[config.mk]
export PLATFORM = sky130hd
export DESIGN_NAME = tmi_timer_irq
export DESIGN_NICKNAME = d
export VERILOG_FILES = /design/src/core/tmi_pkg.sv /design/src/core/tmi_flag_cell.sv /design/src/core/tmi_timer_irq.sv
export VERILOG_INCLUDE_DIRS = /design/src /design/src/core
export SDC_FILE = /design/constraint.sdc
export NUM_CORES = 1
export LEC_CHECK = 0
export ABC_AREA = 1
export BUFFER_PORTS_ARGS = -buffer_cell sky130_fd_sc_hd__buf_2
export CAP_MARGIN = 20
export CORE_MARGIN = 5
export CORE_UTILIZATION = 38
export DETAILED_ROUTE_END_ITERATION = 6
export GPL_TIMING_DRIVEN = 0
export PLACE_DENSITY = 0.76
export REMOVE_ABC_BUFFERS = 1
export SYNTH_ARGS = -nofsm -noshare
export SYNTH_HDL_FRONTEND = slang
export SYNTH_SLANG_ARGS = --single-unit
[constraint.sdc]
create_clock -name i_clk -period 0.99 [get_ports i_clk]
set_input_delay 0.099 -clock i_clk [delete_from_list [all_inputs] [get_ports i_clk]]
set_output_delay 0.099 -clock i_clk [all_outputs]
set_load 0.005 [all_outputs]
[src/core/tmi_map.svh]
// Register map, field positions, reset values and mode codes of the timer interrupt block
`ifndef TMI_MAP_SVH
`define TMI_MAP_SVH

// ----------------------------------------------------------------
// Register indices; the byte address is four times the index
// ----------------------------------------------------------------
`define TMI_IDX_FLAGS      8'h38
`define TMI_IDX_MASK       8'h39
`define TMI_IDX_CMPB       8'h3C
`define TMI_ADDR_OF(idx)   (8'((idx) * 4))

// ----------------------------------------------------------------
// Field positions in mask and flag registers
// ----------------------------------------------------------------
`define TMI_BIT_OVF        0
`define TMI_BIT_CMPA       1
`define TMI_BIT_CMPB       2
`define TMI_NUM_SRC        3

// ----------------------------------------------------------------
// Reset values
// ----------------------------------------------------------------
`define TMI_RST_MASK       3'h0
`define TMI_RST_FLAGS      3'h0
`define TMI_RST_CMPB       8'h00

// ----------------------------------------------------------------
// Counter landmarks
// ----------------------------------------------------------------
`define TMI_CNT_MAX        8'hFF
`define TMI_CNT_BOTTOM     8'h00

// ----------------------------------------------------------------
// Waveform generation mode codes
// ----------------------------------------------------------------
`define TMI_WGM_NORMAL     3'h0
`define TMI_WGM_PC_FIXED   3'h1
`define TMI_WGM_CTC        3'h2
`define TMI_WGM_FAST_FIXED 3'h3
`define TMI_WGM_RSVD4      3'h4
`define TMI_WGM_PC_VAR     3'h5
`define TMI_WGM_RSVD6      3'h6
`define TMI_WGM_FAST_VAR   3'h7

`endif

[src/core/tmi_pkg.sv]
// Types shared by the timer interrupt block
package tmi_pkg;

    // One bit per interrupt source, in register bit order
    typedef struct packed {
        logic cmp_b;
        logic cmp_a;
        logic ovf;
    } tmi_src_t;

    // Strobes and values coming from the counter and waveform logic
    typedef struct packed {
        logic       tick;
        logic       counter_written;
        logic       force_compare_b;
        logic [2:0] wave_gen_mode;
        logic [7:0] counter_value;
        logic [7:0] compare_a_value;
    } tmi_cnt_t;

endpackage

[src/core/tmi_flag_cell.sv]
// Sticky event flag with a clear input, where a set beats a clear
module tmi_flag_cell (
    input  wire logic i_clk,
    input  wire logic i_rstn,
    input  wire logic i_set,
    input  wire logic i_clr,
    output logic      o_flag
);

    logic flag_reg;
    logic flag_next;

    // Set wins over clear so an event is never lost
    always_comb begin
        flag_next = flag_reg;
        if (i_clr) begin
            flag_next = 1'b0;
        end
        if (i_set) begin
            flag_next = 1'b1;
        end
    end

    // Flag storage
    always_ff @(posedge i_clk) begin
        if (!i_rstn) begin
            flag_reg <= 1'b0;
        end else begin
            flag_reg <= flag_next;
        end
    end

    assign o_flag = flag_reg;

endmodule

[src/core/tmi_timer_irq.sv]
// Compare B, interrupt mask and interrupt flag logic of an 8-bit timer, APB slave
`include "tmi_map.svh"

module tmi_timer_irq (
    input  wire logic              i_clk,
    input  wire logic              i_rstn,
    // APB slave
    input  wire logic              i_psel,
    input  wire logic              i_penable,
    input  wire logic              i_pwrite,
    input  wire logic [7:0]        i_paddr,
    input  wire logic [31:0]       i_pwdata,
    input  wire logic [3:0]        i_pstrb,
    output logic                   o_pready,
    output logic [31:0]            o_prdata,
    output logic                   o_pslverr,
    // Counter side
    input  wire tmi_pkg::tmi_cnt_t i_cnt,
    // Processor core side
    input  wire logic              i_global_irq_en,
    input  wire tmi_pkg::tmi_src_t i_vector_taken,
    output tmi_pkg::tmi_src_t      o_irq_req,
    output logic                   o_irq,
    // Waveform side
    output logic                   o_compare_b_match,
    output logic                   o_compare_a_match
);

    // ----------------------------------------------------------------
    // Declarations
    // ----------------------------------------------------------------
    logic [7:0]        compare_b_value_reg;
    logic [2:0]        timer_irq_mask_reg;
    tmi_pkg::tmi_src_t flags;
    tmi_pkg::tmi_src_t flag_set;
    tmi_pkg::tmi_src_t flag_clr;
    tmi_pkg::tmi_src_t irq_req_reg;
    logic              irq_reg;
    logic              suppress_reg;
    logic              cmp_b_match_reg;
    logic              cmp_a_match_reg;
    logic              pready_reg;
    logic              pslverr_reg;
    logic [31:0]       prdata_reg;
    logic [31:0]       prdata_next;
    logic              addr_ok;
    logic              setup_phase;
    logic              wr_commit;
    logic              wr_lane0;
    logic              sel_mask;
    logic              sel_flags;
    logic              sel_cmpb;
    logic              eq_b;
    logic              eq_a;
    logic              ovf_point;
    logic              non_pwm_mode;
    logic              cmp_enable;
    logic              access_first;
    logic              read_setup;
    logic              mask_wr;
    logic              cmpb_wr;
    logic              flag_wr;
    logic              at_max;
    logic              at_bottom;
    logic              flag_ovf;
    logic              flag_cmpa;
    logic              flag_cmpb;
    logic              unmasked;
    tmi_pkg::tmi_src_t irq_req_next;

    // ----------------------------------------------------------------
    // APB address decode
    // ----------------------------------------------------------------

    // Register selects from the byte address
    assign sel_mask    = (i_paddr == `TMI_ADDR_OF(`TMI_IDX_MASK));
    assign sel_flags   = (i_paddr == `TMI_ADDR_OF(`TMI_IDX_FLAGS));
    assign sel_cmpb    = (i_paddr == `TMI_ADDR_OF(`TMI_IDX_CMPB));
    assign addr_ok     = sel_mask | sel_flags | sel_cmpb;
    assign setup_phase = i_psel & ~i_penable;

    // A write lands only at the access edge where ready is seen
    assign wr_commit = i_psel & i_penable & pready_reg & i_pwrite & addr_ok;
    assign wr_lane0  = wr_commit & i_pstrb[0]; // Registers live in byte lane 0

    // Per-register write strobes
    assign mask_wr = wr_lane0 & sel_mask;
    assign cmpb_wr = wr_lane0 & sel_cmpb;
    assign flag_wr = wr_lane0 & sel_flags;

    // Setup cycle of a transfer and read setup
    assign access_first = setup_phase & ~pready_reg;
    assign read_setup   = setup_phase & ~i_pwrite;

    // ----------------------------------------------------------------
    // APB answer: one wait-free access phase after setup
    // ----------------------------------------------------------------

    // Read data, reserved bits and upper lanes read as zero
    always_comb begin
        prdata_next = 32'h0000_0000;
        if (sel_mask) begin
            prdata_next[2:0] = timer_irq_mask_reg;
        end else if (sel_flags) begin
            prdata_next[2:0] = flags;
        end else if (sel_cmpb) begin
            prdata_next[7:0] = compare_b_value_reg;
        end
    end

    // Ready rises in the access phase and drops after the taken edge
    always_ff @(posedge i_clk) begin
        if (!i_rstn) begin
            pready_reg <= 1'b0;
        end else begin
            pready_reg <= access_first;
        end
    end

    // Error answer for an unmapped address, held with ready
    always_ff @(posedge i_clk) begin
        if (!i_rstn) begin
            pslverr_reg <= 1'b0;
        end else begin
            pslverr_reg <= access_first & ~addr_ok;
        end
    end

    // Read data captured in the setup cycle
    always_ff @(posedge i_clk) begin
        if (!i_rstn) begin
            prdata_reg <= 32'h0000_0000;
        end else if (read_setup) begin
            prdata_reg <= prdata_next;
        end else if (!i_psel) begin
            prdata_reg <= 32'h0000_0000;
        end
    end

    // ----------------------------------------------------------------
    // Software registers
    // ----------------------------------------------------------------

    // Compare value B, full byte
    always_ff @(posedge i_clk) begin
        if (!i_rstn) begin
            compare_b_value_reg <= `TMI_RST_CMPB;
        end else if (cmpb_wr) begin
            compare_b_value_reg <= i_pwdata[7:0];
        end
    end

    // Interrupt mask, only the three enable bits are stored
    always_ff @(posedge i_clk) begin
        if (!i_rstn) begin
            timer_irq_mask_reg <= `TMI_RST_MASK;
        end else if (mask_wr) begin
            timer_irq_mask_reg <= i_pwdata[2:0];
        end
    end

    // ----------------------------------------------------------------
    // Compare and overflow detection
    // ----------------------------------------------------------------

    // Equality against both compare values
    assign eq_b = (i_cnt.counter_value == compare_b_value_reg);
    assign eq_a = (i_cnt.counter_value == i_cnt.compare_a_value);

    // Forced compares only act outside the PWM modes
    assign non_pwm_mode = (i_cnt.wave_gen_mode == `TMI_WGM_NORMAL) |
                          (i_cnt.wave_gen_mode == `TMI_WGM_CTC);

    // A timer clock with a counter write, or the first one after it, sees no match
    assign cmp_enable = i_cnt.tick & ~suppress_reg & ~i_cnt.counter_written;

    // Counter landmarks
    assign at_max    = (i_cnt.counter_value == `TMI_CNT_MAX);
    assign at_bottom = (i_cnt.counter_value == `TMI_CNT_BOTTOM);

    // Overflow point for the selected waveform mode
    always_comb begin
        case (i_cnt.wave_gen_mode)
            `TMI_WGM_NORMAL,
            `TMI_WGM_CTC,
            `TMI_WGM_FAST_FIXED: begin
                ovf_point = at_max;
            end
            `TMI_WGM_PC_FIXED,
            `TMI_WGM_PC_VAR: begin
                ovf_point = at_bottom;
            end
            `TMI_WGM_FAST_VAR: begin
                ovf_point = eq_a;
            end
            default: begin
                ovf_point = 1'b0; // Reserved modes raise no overflow
            end
        endcase
    end

    // Arm suppression on a counter write, spend it on the next tick
    always_ff @(posedge i_clk) begin
        if (!i_rstn) begin
            suppress_reg <= 1'b0;
        end else if (i_cnt.counter_written) begin
            suppress_reg <= 1'b1;
        end else if (i_cnt.tick) begin
            suppress_reg <= 1'b0;
        end
    end

    // Match strobe toward the B waveform generator
    always_ff @(posedge i_clk) begin
        if (!i_rstn) begin
            cmp_b_match_reg <= 1'b0;
        end else begin
            cmp_b_match_reg <= (cmp_enable & eq_b) |
                               (i_cnt.force_compare_b & non_pwm_mode);
        end
    end

    // Match strobe toward the A waveform generator
    always_ff @(posedge i_clk) begin
        if (!i_rstn) begin
            cmp_a_match_reg <= 1'b0;
        end else begin
            cmp_a_match_reg <= cmp_enable & eq_a;
        end
    end

    // ----------------------------------------------------------------
    // Flags: set by events, cleared by vector or write of one
    // ----------------------------------------------------------------

    // Event sets; a forced compare is not among them
    always_comb begin
        flag_set       = '0;
        flag_set.cmp_b = cmp_enable & eq_b;
        flag_set.cmp_a = cmp_enable & eq_a;
        flag_set.ovf   = i_cnt.tick & ovf_point;
    end

    // Clears; a zero written leaves its flag alone
    always_comb begin
        flag_clr       = '0;
        flag_clr.cmp_b = i_vector_taken.cmp_b |
                         (flag_wr & i_pwdata[`TMI_BIT_CMPB]);
        flag_clr.cmp_a = i_vector_taken.cmp_a |
                         (flag_wr & i_pwdata[`TMI_BIT_CMPA]);
        flag_clr.ovf   = i_vector_taken.ovf |
                         (flag_wr & i_pwdata[`TMI_BIT_OVF]);
    end

    // One sticky cell per source
    tmi_flag_cell u_flag_ovf (
        .i_clk  (i_clk),
        .i_rstn (i_rstn),
        .i_set  (flag_set.ovf),
        .i_clr  (flag_clr.ovf),
        .o_flag (flag_ovf)
    );

    tmi_flag_cell u_flag_cmpa (
        .i_clk  (i_clk),
        .i_rstn (i_rstn),
        .i_set  (flag_set.cmp_a),
        .i_clr  (flag_clr.cmp_a),
        .o_flag (flag_cmpa)
    );

    tmi_flag_cell u_flag_cmpb (
        .i_clk  (i_clk),
        .i_rstn (i_rstn),
        .i_set  (flag_set.cmp_b),
        .i_clr  (flag_clr.cmp_b),
        .o_flag (flag_cmpb)
    );

    // Gather the cells into the register view
    assign flags = '{cmp_b: flag_cmpb, cmp_a: flag_cmpa, ovf: flag_ovf};

    // ----------------------------------------------------------------
    // Interrupt requests
    // ----------------------------------------------------------------

    // Per-source request, gated by mask and global enable
    always_comb begin
        irq_req_next.cmp_b = flags.cmp_b & timer_irq_mask_reg[`TMI_BIT_CMPB] &
                             i_global_irq_en;
        irq_req_next.cmp_a = flags.cmp_a & timer_irq_mask_reg[`TMI_BIT_CMPA] &
                             i_global_irq_en;
        irq_req_next.ovf   = flags.ovf & timer_irq_mask_reg[`TMI_BIT_OVF] &
                             i_global_irq_en;
    end

    // Requests to the core, one cycle behind the flags
    always_ff @(posedge i_clk) begin
        if (!i_rstn) begin
            irq_req_reg <= '0;
        end else begin
            irq_req_reg <= irq_req_next;
        end
    end

    // Flags whose enable bit is set, global enable not included
    assign unmasked = |(flags & timer_irq_mask_reg);

    // Summary level: any unmasked flag
    always_ff @(posedge i_clk) begin
        if (!i_rstn) begin
            irq_reg <= 1'b0;
        end else begin
            irq_reg <= unmasked;
        end
    end

    // ----------------------------------------------------------------
    // Outputs, all from flip-flops
    // ----------------------------------------------------------------
    assign o_pready          = pready_reg;
    assign o_pslverr         = pslverr_reg;
    assign o_prdata          = prdata_reg;
    assign o_irq_req         = irq_req_reg;
    assign o_irq             = irq_reg;
    assign o_compare_b_match = cmp_b_match_reg;
    assign o_compare_a_match = cmp_a_match_reg;

endmodule
==> run_summary.xml, run 1 <==
<?xml version="1.0" encoding="UTF-8"?>
<metrics>
  <group name="logic_synthesis">
    <metric name="ys_seq_elements" unit="">31</metric>
    <metric name="post-synth-top-count-cell" unit="">nand2_1</metric>
    <metric name="syn-instance-count" unit="">253</metric>
    <metric name="synth_common_cells" unit="">nand2_1, dfxtp_1, inv_1, a21oi_1, buf_4</metric>
    <metric name="dominant_synthesized_flop_cell" unit="">dfxtp_1</metric>
    <metric name="synth_seq_area_share" unit="%">35.0</metric>
    <metric name="area_share_of_the_largest_cell_type_after_synthesis" unit="%">35.0</metric>
    <metric name="synthTopCellsByArea" unit="">dfxtp_1, nand2_1, buf_4, a21oi_1, inv_1</metric>
    <metric name="syn_warnings" unit="">0</metric>
    <metric name="synthesis.area_per_instance" unit="µm²">7.00</metric>
    <metric name="synthDominantAreaCellType" unit="">dfxtp_1</metric>
    <metric name="count_of_flip_flops_with_a_built_in_enable_after_synthesis" unit="">0</metric>
    <metric name="synth_area" unit="µm²">1770</metric>
    <metric name="ys_types" unit="">29</metric>
    <metric name="postSynth.asyncResetShare" unit="%">0</metric>
  </group>
  <group name="cells_and_area">
    <metric name="design_area" unit="µm²">2220</metric>
    <metric name="multi_input_area" unit="µm²">968</metric>
    <metric name="finalNetCount" unit="">398</metric>
    <metric name="antenna-diode-count" unit="">0</metric>
    <metric name="seqCellArea" unit="µm²">624</metric>
    <metric name="drive_above_1_share" unit="%">29.0</metric>
    <metric name="fillCellCount" unit="">467</metric>
    <metric name="area_delta_synth_final" unit="%">25.4</metric>
  </group>
  <group name="route">
    <metric name="drt_iter0_markers" unit="">79</metric>
    <metric name="via_count" unit="">1722</metric>
    <metric name="post_detailed_route_wirelength_per_cell" unit="µm">11.7</metric>
    <metric name="ant_nets" unit="">0</metric>
    <metric name="drt_first_pass_iters" unit="">4</metric>
    <metric name="detail_route.wirelength" unit="µm">4420</metric>
    <metric name="route.detailed.drc" unit="">0</metric>
    <metric name="avg_vias_per_cell" unit="">4.58</metric>
  </group>
  <group name="clock_network">
    <metric name="cts_inserted_buffers" unit="">5</metric>
    <metric name="htree_levels" unit="">2</metric>
    <metric name="cts_hold_repair.buffers" unit="">0</metric>
    <metric name="clock_path_buffers" unit="">2</metric>
    <metric name="clkSinkCount" unit="">31</metric>
    <metric name="clkSlewWorstSetupHoldPaths" unit="ps">70</metric>
    <metric name="cts_tree" unit="">built</metric>
    <metric name="clock-root-buffer" unit="">clkbuf_8</metric>
    <metric name="clock_insertion_delay_worst_skew" unit="ps">280</metric>
  </group>
  <group name="sta">
    <metric name="final_critical_path_time_including_i_o_delays_and_setup" unit="ps">1120</metric>
    <metric name="grt_setup_unrepaired" unit="">yes</metric>
    <metric name="timing.final.max_slew_violations" unit="">0</metric>
    <metric name="highest_clock_frequency_the_design_can_meet" unit="MHz">890</metric>
    <metric name="timing_hold_violations_final" unit="">0</metric>
    <metric name="fin_skew" unit="ps">6.22</metric>
    <metric name="finalSetupViolations" unit="">15</metric>
    <metric name="period_share" unit="%">114</metric>
    <metric name="postLayoutSetupSlackWorst" unit="ps">-134</metric>
  </group>
  <group name="grt">
    <metric name="antenna_found_initial" unit="">0</metric>
    <metric name="wire_length_of_the_first_global_routing_pass" unit="µm">7110</metric>
    <metric name="track_usage" unit="%">14.4</metric>
    <metric name="number_of_global_route_vias_before_repair" unit="">1623</metric>
    <metric name="maximum_number_of_pins_on_one_net_before_global_route_repair" unit="">17</metric>
    <metric name="grt_overflow_total" unit="">0</metric>
  </group>
  <group name="critical_path">
    <metric name="endpoint_kind" unit="">flip-flop</metric>
    <metric name="worstSetupPathType" unit="">reg -&gt; reg</metric>
    <metric name="start_kind" unit="">flip-flop</metric>
    <metric name="max_stage_delay" unit="ps">330</metric>
    <metric name="crit_path_max_fanout" unit="">5</metric>
    <metric name="path_cells" unit="">nand3_2, nor2_4, buf_6, nand4_1, nand2_1, a21oi_2</metric>
    <metric name="critical_path_slowest_stage_cell" unit="">dfxtp_2</metric>
    <metric name="cp_data_arrival_time" unit="ps">1280</metric>
    <metric name="critical_path_required" unit="ps">1150</metric>
    <metric name="regToRegSetupSlack" unit="ps">-130</metric>
  </group>
  <group name="pwr">
    <metric name="p_per_cell_area" unit="nW/µm²">1210</metric>
    <metric name="p_switching" unit="µW">655</metric>
    <metric name="power.share.sequential" unit="%">46.9</metric>
    <metric name="ir_drop_worst_case_vdd" unit="mV">0.498</metric>
    <metric name="clock_power_share" unit="%">40.5</metric>
    <metric name="p_comb_share" unit="%">12.6</metric>
    <metric name="internal_power" unit="mW">2.03</metric>
    <metric name="leakage" unit="nW">1.08</metric>
    <metric name="switching_share" unit="%">24.3</metric>
  </group>
  <group name="flow_run">
    <metric name="maxCapViolations" unit="">0</metric>
  </group>
  <group name="place">
    <metric name="io_buffers" unit="">63</metric>
    <metric name="placement.setup.worst_slack" unit="ps">-300</metric>
    <metric name="routabilityCongestion" unit="">0.863</metric>
    <metric name="dpl_cell_area" unit="µm²">2040</metric>
    <metric name="dp.final_hpwl" unit="µm">3430</metric>
  </group>
  <group name="die">
    <metric name="die_area" unit="µm²">6130</metric>
    <metric name="rows" unit="">24</metric>
    <metric name="die_x" unit="µm">78.3</metric>
    <metric name="chipHeight" unit="µm">78.3</metric>
    <metric name="floorplan.core_area" unit="µm²">4440</metric>
    <metric name="floorplan.initialDensity" unit="%">39.9</metric>
    <metric name="io_pins" unit="">115</metric>
  </group>
  <group name="status">
    <metric name="violated_checks" unit="">negative setup slack</metric>
    <metric name="outcome" unit="">complete, but fails checks</metric>
  </group>
  <group name="min_path">
    <metric name="hold_path.class" unit="">in -&gt; reg</metric>
  </group>
</metrics>
-- critical path: cells and delay by family, from the launching register on --
family	cells	cell delay, ps
AOI/OAI and AO/OA	1	50
buffers and inverters	1	150
DFF	1	330
and+or+nand+nor	4	470
-- through the flow --
| step | hold WS [ps] | cells | util, % | total power [mW] | TNS (ps) |
|---|---|---|---|---|---|
| 6_report | 22.4 | 376 | 50.0 | 2.69 | -1170 |
| 5_1_grt | 29.1 | 376 | 50.0 | 2.82 | -2530 |
| 4_1_cts | 12.7 | 375 | 49.2 | 2.70 | -1670 |
| 3_5_place_dp | 318 | 364 | 45.9 | 1.61 | -5100 |
| 3_3_place_gp | 309 | 364 | 45.9 | 1.61 | -4310 |
| 2_1_floorplan | 192 | 249 | - | 1.45 | -1030 |
-- cell usage in the layout, fill, tap and decap left out, types with 3 or more instances in the layout --
cell	n
nand2_1	49
nand4_1	5
a21oi_1	24
dfxtp_2	3
nor2_2	3
o21ai_0	10
buf_2	63
inv_1	30
nand3_1	12
clkbuf_8	7
dfxtp_1	28
xnor2_1	10
nor3_1	3
o21ai_1	8
conb_1	24
nor2_1	21
-- path summary, 6_finish.rpt --
path | startpoint | end | depth (start not counted)
max | o_pready | u_flag_ovf.o_flag | 6
max reg2reg | o_pready | u_flag_ovf.o_flag | 6
min | i_cnt[21] | suppress_reg | 2
min reg2reg | o_prdata[4] | o_prdata[4] | 2
-- cell type report --
type	count	area share, %
tap	52	2.93
sequential	31	28.1
multi-input combinational	188	43.6
inverter	31	5.35
timing repair buffer	66	15.5
clock buffer	8	4.50
-- power by group through the flow --
stage | Combinational, mW | Clock [mW] | Sequential [mW]
after floorplan | 0.165 | 0 | 1.29
after global placement | 0.318 | 0 | 1.29
after detailed placement | 0.325 | 0 | 1.29
after CTS | 0.334 | 1.11 | 1.26
after global routing | 0.385 | 1.17 | 1.26
final | 0.338 | 1.09 | 1.26
-- kinds of logic after synthesis --
logic type | after synthesis | share of synthesized area [%]
XOR/XNOR | 11 | 5.44
buffers and inverters | 58 | 17.8
AND/OR/NAND/NOR | 106 | 28.0
other | 1 | 0.212
flip-flops | 31 | 35.0
AO/OA/AOI/OAI | 46 | 13.5
-- routing by layer --
layer | vias up | wire [µm] | GRT usage, % | share of wire [%]
li1 | 899 | - | - | -
met1 | 754 | 2010 | 17.8 | 45
met2 | 64 | 2000 | 23.4 | 45
met3 | 5 | 347 | 4.92 | 7.9
met4 | 0 | 59 | 4.72 | 1.3
met5 | - | 0 | 0 | 0
-- repair_timing --
action,CTS,global route
buffers inserted,2,1
gates resized for setup,10,8
pin swaps,10,3
setup endpoints to repair,15,23
gates cloned,1,0
No activity file was read; power rests on OpenSTA's default activity.
==> run 2, diff against run 1 <==
--- a/config.mk
+++ b/config.mk
@@ -7,7 +7,7 @@
 export NUM_CORES = 1
 export LEC_CHECK = 0
 export ABC_AREA = 1
-export BUFFER_PORTS_ARGS = -buffer_cell sky130_fd_sc_hd__buf_2
+export BUFFER_PORTS_ARGS = -buffer_cell sky130_fd_sc_hd__buf_4
 export CAP_MARGIN = 20
 export CORE_MARGIN = 5
 export CORE_UTILIZATION = 38
==> run_summary.xml, run 2 (synthesized netlist as in run 1, its figures left out) <==
<?xml version="1.0" encoding="UTF-8"?>
<metrics>
  <group name="status">
    <metric name="outcome" unit="">complete, but fails checks</metric>
    <metric name="violated_checks" unit="">negative setup slack</metric>
  </group>
  <group name="clock_network">
    <metric name="cts_tree" unit="">built</metric>
    <metric name="cts_hold_repair.buffers" unit="">0</metric>
    <metric name="htree_levels" unit="">2</metric>
    <metric name="clock_insertion_delay_worst_skew" unit="ps">280</metric>
    <metric name="clock_path_buffers" unit="">2</metric>
    <metric name="clkSinkCount" unit="">31</metric>
    <metric name="clock-root-buffer" unit="">clkbuf_8</metric>
    <metric name="cts_inserted_buffers" unit="">5</metric>
    <metric name="clkSlewWorstSetupHoldPaths" unit="ps">70</metric>
  </group>
  <group name="critical_path">
    <metric name="worstSetupPathType" unit="">reg -&gt; reg</metric>
    <metric name="worstReg2RegEnd" unit="">u_flag_cmpb.o_flag</metric>
    <metric name="start_kind" unit="">flip-flop</metric>
    <metric name="endpoint_kind" unit="">flip-flop</metric>
    <metric name="cp_data_arrival_time" unit="ps">1270</metric>
    <metric name="reg2reg_launch_point" unit="">o_pready</metric>
    <metric name="crit_path_max_fanout" unit="">7</metric>
    <metric name="regToRegSetupSlack" unit="ps">-130</metric>
    <metric name="critical_path_required" unit="ps">1130</metric>
    <metric name="worst-r2r-cell-count" unit="">7</metric>
  </group>
  <group name="route">
    <metric name="ant_nets" unit="">0</metric>
    <metric name="avg_vias_per_cell" unit="">4.65</metric>
    <metric name="drt_iter0_markers" unit="">65</metric>
    <metric name="routedLengthMet1" unit="µm">1780</metric>
    <metric name="route.top_layer_used" unit="">met4</metric>
    <metric name="met3_length" unit="µm">436</metric>
    <metric name="via_count" unit="">1753</metric>
    <metric name="wl_met2" unit="µm">2110</metric>
    <metric name="drt_first_pass_iters" unit="">4</metric>
    <metric name="post_detailed_route_wirelength_per_cell" unit="µm">11.6</metric>
    <metric name="detail_route.wirelength" unit="µm">4380</metric>
    <metric name="route.detailed.drc" unit="">0</metric>
  </group>
  <group name="place">
    <metric name="dpl_cell_area" unit="µm²">2200</metric>
    <metric name="dp.final_hpwl" unit="µm">3410</metric>
    <metric name="io_buffers" unit="">63</metric>
    <metric name="number_of_cells_in_the_design_after_placement" unit="">364</metric>
    <metric name="routabilityCongestion" unit="">0.851</metric>
  </group>
  <group name="die">
    <metric name="die_area" unit="µm²">6130</metric>
    <metric name="die_x" unit="µm">78.3</metric>
    <metric name="io_pins" unit="">115</metric>
    <metric name="floorplan.initialDensity" unit="%">39.9</metric>
    <metric name="rows" unit="">24</metric>
    <metric name="chipHeight" unit="µm">78.3</metric>
    <metric name="floorplan.core_area" unit="µm²">4440</metric>
  </group>
  <group name="sta">
    <metric name="highest_clock_frequency_the_design_can_meet" unit="MHz">891</metric>
    <metric name="fin_skew" unit="ps">7.48</metric>
    <metric name="finalSetupViolations" unit="">14</metric>
    <metric name="grt_setup_unrepaired" unit="">yes</metric>
    <metric name="timing.final.max_slew_violations" unit="">0</metric>
    <metric name="period_share" unit="%">113</metric>
    <metric name="timing_hold_violations_final" unit="">0</metric>
    <metric name="postLayoutSetupSlackWorst" unit="ps">-133</metric>
    <metric name="final_critical_path_time_including_i_o_delays_and_setup" unit="ps">1120</metric>
  </group>
  <group name="cells_and_area">
    <metric name="layout.cells.most_common_list" unit="">buf_4, nand2_1, inv_1</metric>
    <metric name="instances_no_fill" unit="">377</metric>
    <metric name="area_delta_synth_final" unit="%">34.4</metric>
    <metric name="finalNetCount" unit="">399</metric>
    <metric name="fillCellCount" unit="">435</metric>
    <metric name="utilization_of_the_core_after_routing" unit="%">53.6</metric>
    <metric name="drive_above_1_share" unit="%">30.8</metric>
    <metric name="layout_commonest_cell" unit="">buf_4</metric>
    <metric name="design_area" unit="µm²">2380</metric>
    <metric name="antenna-diode-count" unit="">0</metric>
  </group>
  <group name="grt">
    <metric name="grt_overflow_total" unit="">0</metric>
    <metric name="maximum_number_of_pins_on_one_net_before_global_route_repair" unit="">17</metric>
    <metric name="antenna_found_initial" unit="">0</metric>
    <metric name="number_of_global_route_vias_before_repair" unit="">1641</metric>
    <metric name="wire_length_of_the_first_global_routing_pass" unit="µm">7010</metric>
    <metric name="track_usage" unit="%">14.2</metric>
  </group>
  <group name="pwr">
    <metric name="p_total" unit="mW">2.60</metric>
    <metric name="leakage" unit="nW">1.13</metric>
    <metric name="ir_drop_worst_case_vdd" unit="mV">0.546</metric>
    <metric name="p_per_cell_area" unit="nW/µm²">1090</metric>
  </group>
  <group name="min_path">
    <metric name="hold_path_cell_cnt" unit="">2</metric>
    <metric name="worst_hold_startpoint" unit="">i_cnt[21]</metric>
    <metric name="min_to" unit="">suppress_reg</metric>
    <metric name="hold_path.class" unit="">in -&gt; reg</metric>
  </group>
  <group name="flow_run">
    <metric name="maxCapViolations" unit="">0</metric>
  </group>
</metrics>
[run 2: critical path: stages, from the launching register on]
cell     delay, ps
dfxtp_2        330
nand3_2         80
nor2_4         110
buf_12         140
buf_6          100
nand4_1        100
nand2_1         90
a21oi_2         50
[run 2: area by class of cell]
| class | count | area (µm²) | share of cell area [%] |
|---|---|---|---|
| multi-input combinational | 188 | 968 | 40.7 |
| sequential | 31 | 627 | 26.3 |
| timing repair buffer | 67 | 519 | 21.8 |
| inverter | 31 | 116 | 4.89 |
| clock buffer | 6 | 72.6 | 3.05 |
| tap | 52 | 65.1 | 2.73 |
| clock inverter | 2 | 12.5 | 0.525 |
[run 2: where the power goes]
part	switching (mW)	total [mW]	internal [mW]
logic	0.192	0.393	0.201
registers	0.00477	1.26	1.26
clock network	0.454	0.944	0.490
[run 2: through the flow]
| stage | hold WS [ps] | setup slack (ps) | setup TNS [ps] |
|---|---|---|---|
| after floorplan | 192 | -119 | -1030 |
| after global placement | 296 | -258 | -4340 |
| after detailed placement | 301 | -310 | -4670 |
| after CTS | 3.75 | -114 | -837 |
| after global routing | 15.4 | -192 | -1850 |
| final | 4.32 | -133 | -798 |
[run 2: layer usage]
layer,up-vias,track usage [%]
met4,0,5.24
li1,903,-
met3,8,4.92
met1,763,16.4
met2,79,24.3
met5,-,0
[run 2: worst max-delay path by stage]
stage	start	to	slack [ps]
floorplan	o_pready	timer_irq_mask_reg[0]	-120
global placement	o_pready	compare_b_value_reg[6]	-260
detailed placement	i_psel	o_prdata[1]	-310
CTS	o_pready	u_flag_cmpb.o_flag	-110
global route	o_pready	u_flag_cmpb.o_flag	-190
finish	o_pready	u_flag_cmpb.o_flag	-130
[run 2: repair_timing]
action | 4_1_cts | 5_1_grt
endpoints found under the setup margin | 16 | 16
setup buffers | 3 | 1
gates cloned | 1 | 0
endpoints found under the hold margin | 0 | 0
resized for setup | 14 | 5
pin swaps | 8 | 6
==> run 3, diff against run 2 <==
--- a/config.mk
+++ b/config.mk
@@ -14,6 +14,7 @@
 export DETAILED_ROUTE_END_ITERATION = 6
 export GPL_TIMING_DRIVEN = 0
 export PLACE_DENSITY = 0.76
+export RECOVER_POWER = 50
 export REMOVE_ABC_BUFFERS = 1
 export SYNTH_ARGS = -nofsm -noshare
 export SYNTH_HDL_FRONTEND = slang
==> run_summary.xml, run 3 (synthesized netlist as in run 1, its figures left out) <==
<?xml version="1.0" encoding="UTF-8"?>
<metrics>
  <group name="status">
    <metric name="outcome" unit="">complete, but fails checks</metric>
    <metric name="violated_checks" unit="">negative setup slack</metric>
  </group>
  <group name="place">
    <metric name="dp.final_hpwl" unit="µm">3410</metric>
    <metric name="io_buffers" unit="">63</metric>
    <metric name="dpl_cell_area" unit="µm²">2200</metric>
    <metric name="routabilityCongestion" unit="">0.851</metric>
  </group>
  <group name="cells_and_area">
    <metric name="design_area" unit="µm²">2380</metric>
    <metric name="layout.cells.most_common_list" unit="">buf_4, nand2_1, inv_1</metric>
    <metric name="fillCellCount" unit="">435</metric>
    <metric name="finalNetCount" unit="">399</metric>
    <metric name="utilization_of_the_core_after_routing" unit="%">53.6</metric>
    <metric name="drive_above_1_share" unit="%">30.8</metric>
    <metric name="area_delta_synth_final" unit="%">34.4</metric>
    <metric name="antenna-diode-count" unit="">0</metric>
    <metric name="layout_commonest_cell" unit="">buf_4</metric>
  </group>
  <group name="sta">
    <metric name="timing_hold_violations_final" unit="">0</metric>
    <metric name="setup-tns-final" unit="ps">-798</metric>
    <metric name="finalSetupViolations" unit="">14</metric>
    <metric name="fin_skew" unit="ps">7.48</metric>
    <metric name="period_share" unit="%">113</metric>
    <metric name="final_critical_path_time_including_i_o_delays_and_setup" unit="ps">1120</metric>
    <metric name="postLayoutSetupSlackWorst" unit="ps">-133</metric>
    <metric name="timing.final.max_slew_violations" unit="">0</metric>
    <metric name="grt_setup_unrepaired" unit="">yes</metric>
    <metric name="highest_clock_frequency_the_design_can_meet" unit="MHz">891</metric>
  </group>
  <group name="die">
    <metric name="chipHeight" unit="µm">78.3</metric>
    <metric name="floorplan.core_area" unit="µm²">4440</metric>
    <metric name="rows" unit="">24</metric>
    <metric name="floorplan.initialDensity" unit="%">39.9</metric>
    <metric name="die_x" unit="µm">78.3</metric>
    <metric name="io_pins" unit="">115</metric>
    <metric name="die_area" unit="µm²">6130</metric>
  </group>
  <group name="critical_path">
    <metric name="worst-r2r-cell-count" unit="">7</metric>
    <metric name="cp_data_arrival_time" unit="ps">1270</metric>
    <metric name="start_kind" unit="">flip-flop</metric>
    <metric name="worstReg2RegEnd" unit="">u_flag_cmpb.o_flag</metric>
    <metric name="worstSetupPathType" unit="">reg -&gt; reg</metric>
    <metric name="endpoint_kind" unit="">flip-flop</metric>
    <metric name="critical_path_required" unit="ps">1130</metric>
    <metric name="crit_path_max_fanout" unit="">7</metric>
    <metric name="regToRegSetupSlack" unit="ps">-130</metric>
    <metric name="reg2reg_launch_point" unit="">o_pready</metric>
  </group>
  <group name="route">
    <metric name="post_detailed_route_wirelength_per_cell" unit="µm">11.6</metric>
    <metric name="ant_nets" unit="">0</metric>
    <metric name="route.detailed.drc" unit="">0</metric>
    <metric name="drt_iter0_markers" unit="">67</metric>
    <metric name="via_count" unit="">1754</metric>
    <metric name="detail_route.wirelength" unit="µm">4380</metric>
    <metric name="avg_vias_per_cell" unit="">4.65</metric>
    <metric name="drt_first_pass_iters" unit="">4</metric>
  </group>
  <group name="clock_network">
    <metric name="clkSlewWorstSetupHoldPaths" unit="ps">70</metric>
    <metric name="htree_levels" unit="">2</metric>
    <metric name="cts_tree" unit="">built</metric>
    <metric name="cts_inserted_buffers" unit="">5</metric>
    <metric name="clkSinkCount" unit="">31</metric>
    <metric name="clock_path_buffers" unit="">2</metric>
    <metric name="clock_insertion_delay_worst_skew" unit="ps">280</metric>
    <metric name="clock-root-buffer" unit="">clkbuf_8</metric>
  </group>
  <group name="pwr">
    <metric name="leakage" unit="nW">1.12</metric>
    <metric name="ir_drop_worst_case_vdd" unit="mV">0.546</metric>
    <metric name="p_per_cell_area" unit="nW/µm²">1090</metric>
    <metric name="p_total" unit="mW">2.60</metric>
  </group>
  <group name="min_path">
    <metric name="worst_hold_startpoint" unit="">i_cnt[21]</metric>
    <metric name="min_to" unit="">suppress_reg</metric>
    <metric name="hold_path.class" unit="">in -&gt; reg</metric>
    <metric name="hold_path_cell_cnt" unit="">2</metric>
  </group>
  <group name="grt">
    <metric name="maximum_number_of_pins_on_one_net_before_global_route_repair" unit="">17</metric>
    <metric name="number_of_global_route_vias_before_repair" unit="">1641</metric>
    <metric name="grt_overflow_total" unit="">0</metric>
    <metric name="antenna_found_initial" unit="">0</metric>
    <metric name="track_usage" unit="%">14.2</metric>
    <metric name="wire_length_of_the_first_global_routing_pass" unit="µm">7010</metric>
  </group>
  <group name="flow_run">
    <metric name="maxCapViolations" unit="">0</metric>
  </group>
</metrics>
[run 3: cell types whose count changed in the layout (fill, tap and decap cells not counted)]
cell,before,now
buf_4,65,57
clkbuf_4,0,8
[run 3: area by class of cell]
| class | count | area [µm²] | area share (%) |
|---|---|---|---|
| Inverter | 31 | 116 | 4.89 |
| Clock buffer | 6 | 72.6 | 3.05 |
| Clock inverter | 2 | 12.5 | 0.525 |
| Tap cell | 52 | 65.1 | 2.73 |
| Timing Repair Buffer | 67 | 519 | 21.8 |
| Sequential cell | 31 | 627 | 26.3 |
| Multi-Input combinational cell | 188 | 968 | 40.7 |
[run 3: worst max path at each step]
stage               startpoint                     end  slack [ps]  depth (start not counted)
finish                o_pready      u_flag_cmpb.o_flag        -130                          7
global route          o_pready      u_flag_cmpb.o_flag        -190                          7
CTS                   o_pready      u_flag_cmpb.o_flag        -110                          7
detailed placement      i_psel             o_prdata[1]        -310                          7
global placement      o_pready  compare_b_value_reg[6]        -260                          5
floorplan             o_pready   timer_irq_mask_reg[0]        -120                          5
[run 3: repair_timing]
action                                  4_1_cts  5_1_grt
gates cloned                                  1        0
endpoints found under the setup margin       16       16
pin swaps                                     8        6
resized for setup                            14        5
setup buffers                                 3        1
hold buffers                                  0        0
[run 3: worst max-delay path, stage by stage (launching register included)]
cell and delay, ps:
dfxtp_2 330, nand3_2 80, nor2_4 110, buf_12 140, buf_6 100, nand4_1 100
nand2_1 90, a21oi_2 50
[run 3: where the power goes]
group          internal, mW  switching (mW)  total, mW
clock network         0.490           0.453      0.943
logic                 0.201           0.192      0.393
registers              1.26         0.00474       1.26
[run 3: per-stage QoR]
step / hold WS (ps) / setup WS, ps / std cells
floorplan: 192 / -119 / 249
global placement: 296 / -258 / 364
detailed placement: 301 / -310 / 364
CTS: 3.75 / -114 / 376
global route: 15.4 / -192 / 377
finish: 4.41 / -133 / 377
[run 3: metal layers]
metal | part of all wire (%) | wire [µm] | global-route usage [%]
met2 | 48 | 2100 | 24.3
met1 | 41 | 1780 | 16.4
met4 | 1.5 | 64 | 5.24
met3 | 9.8 | 427 | 4.92
met5 | 0 | 0 | 0
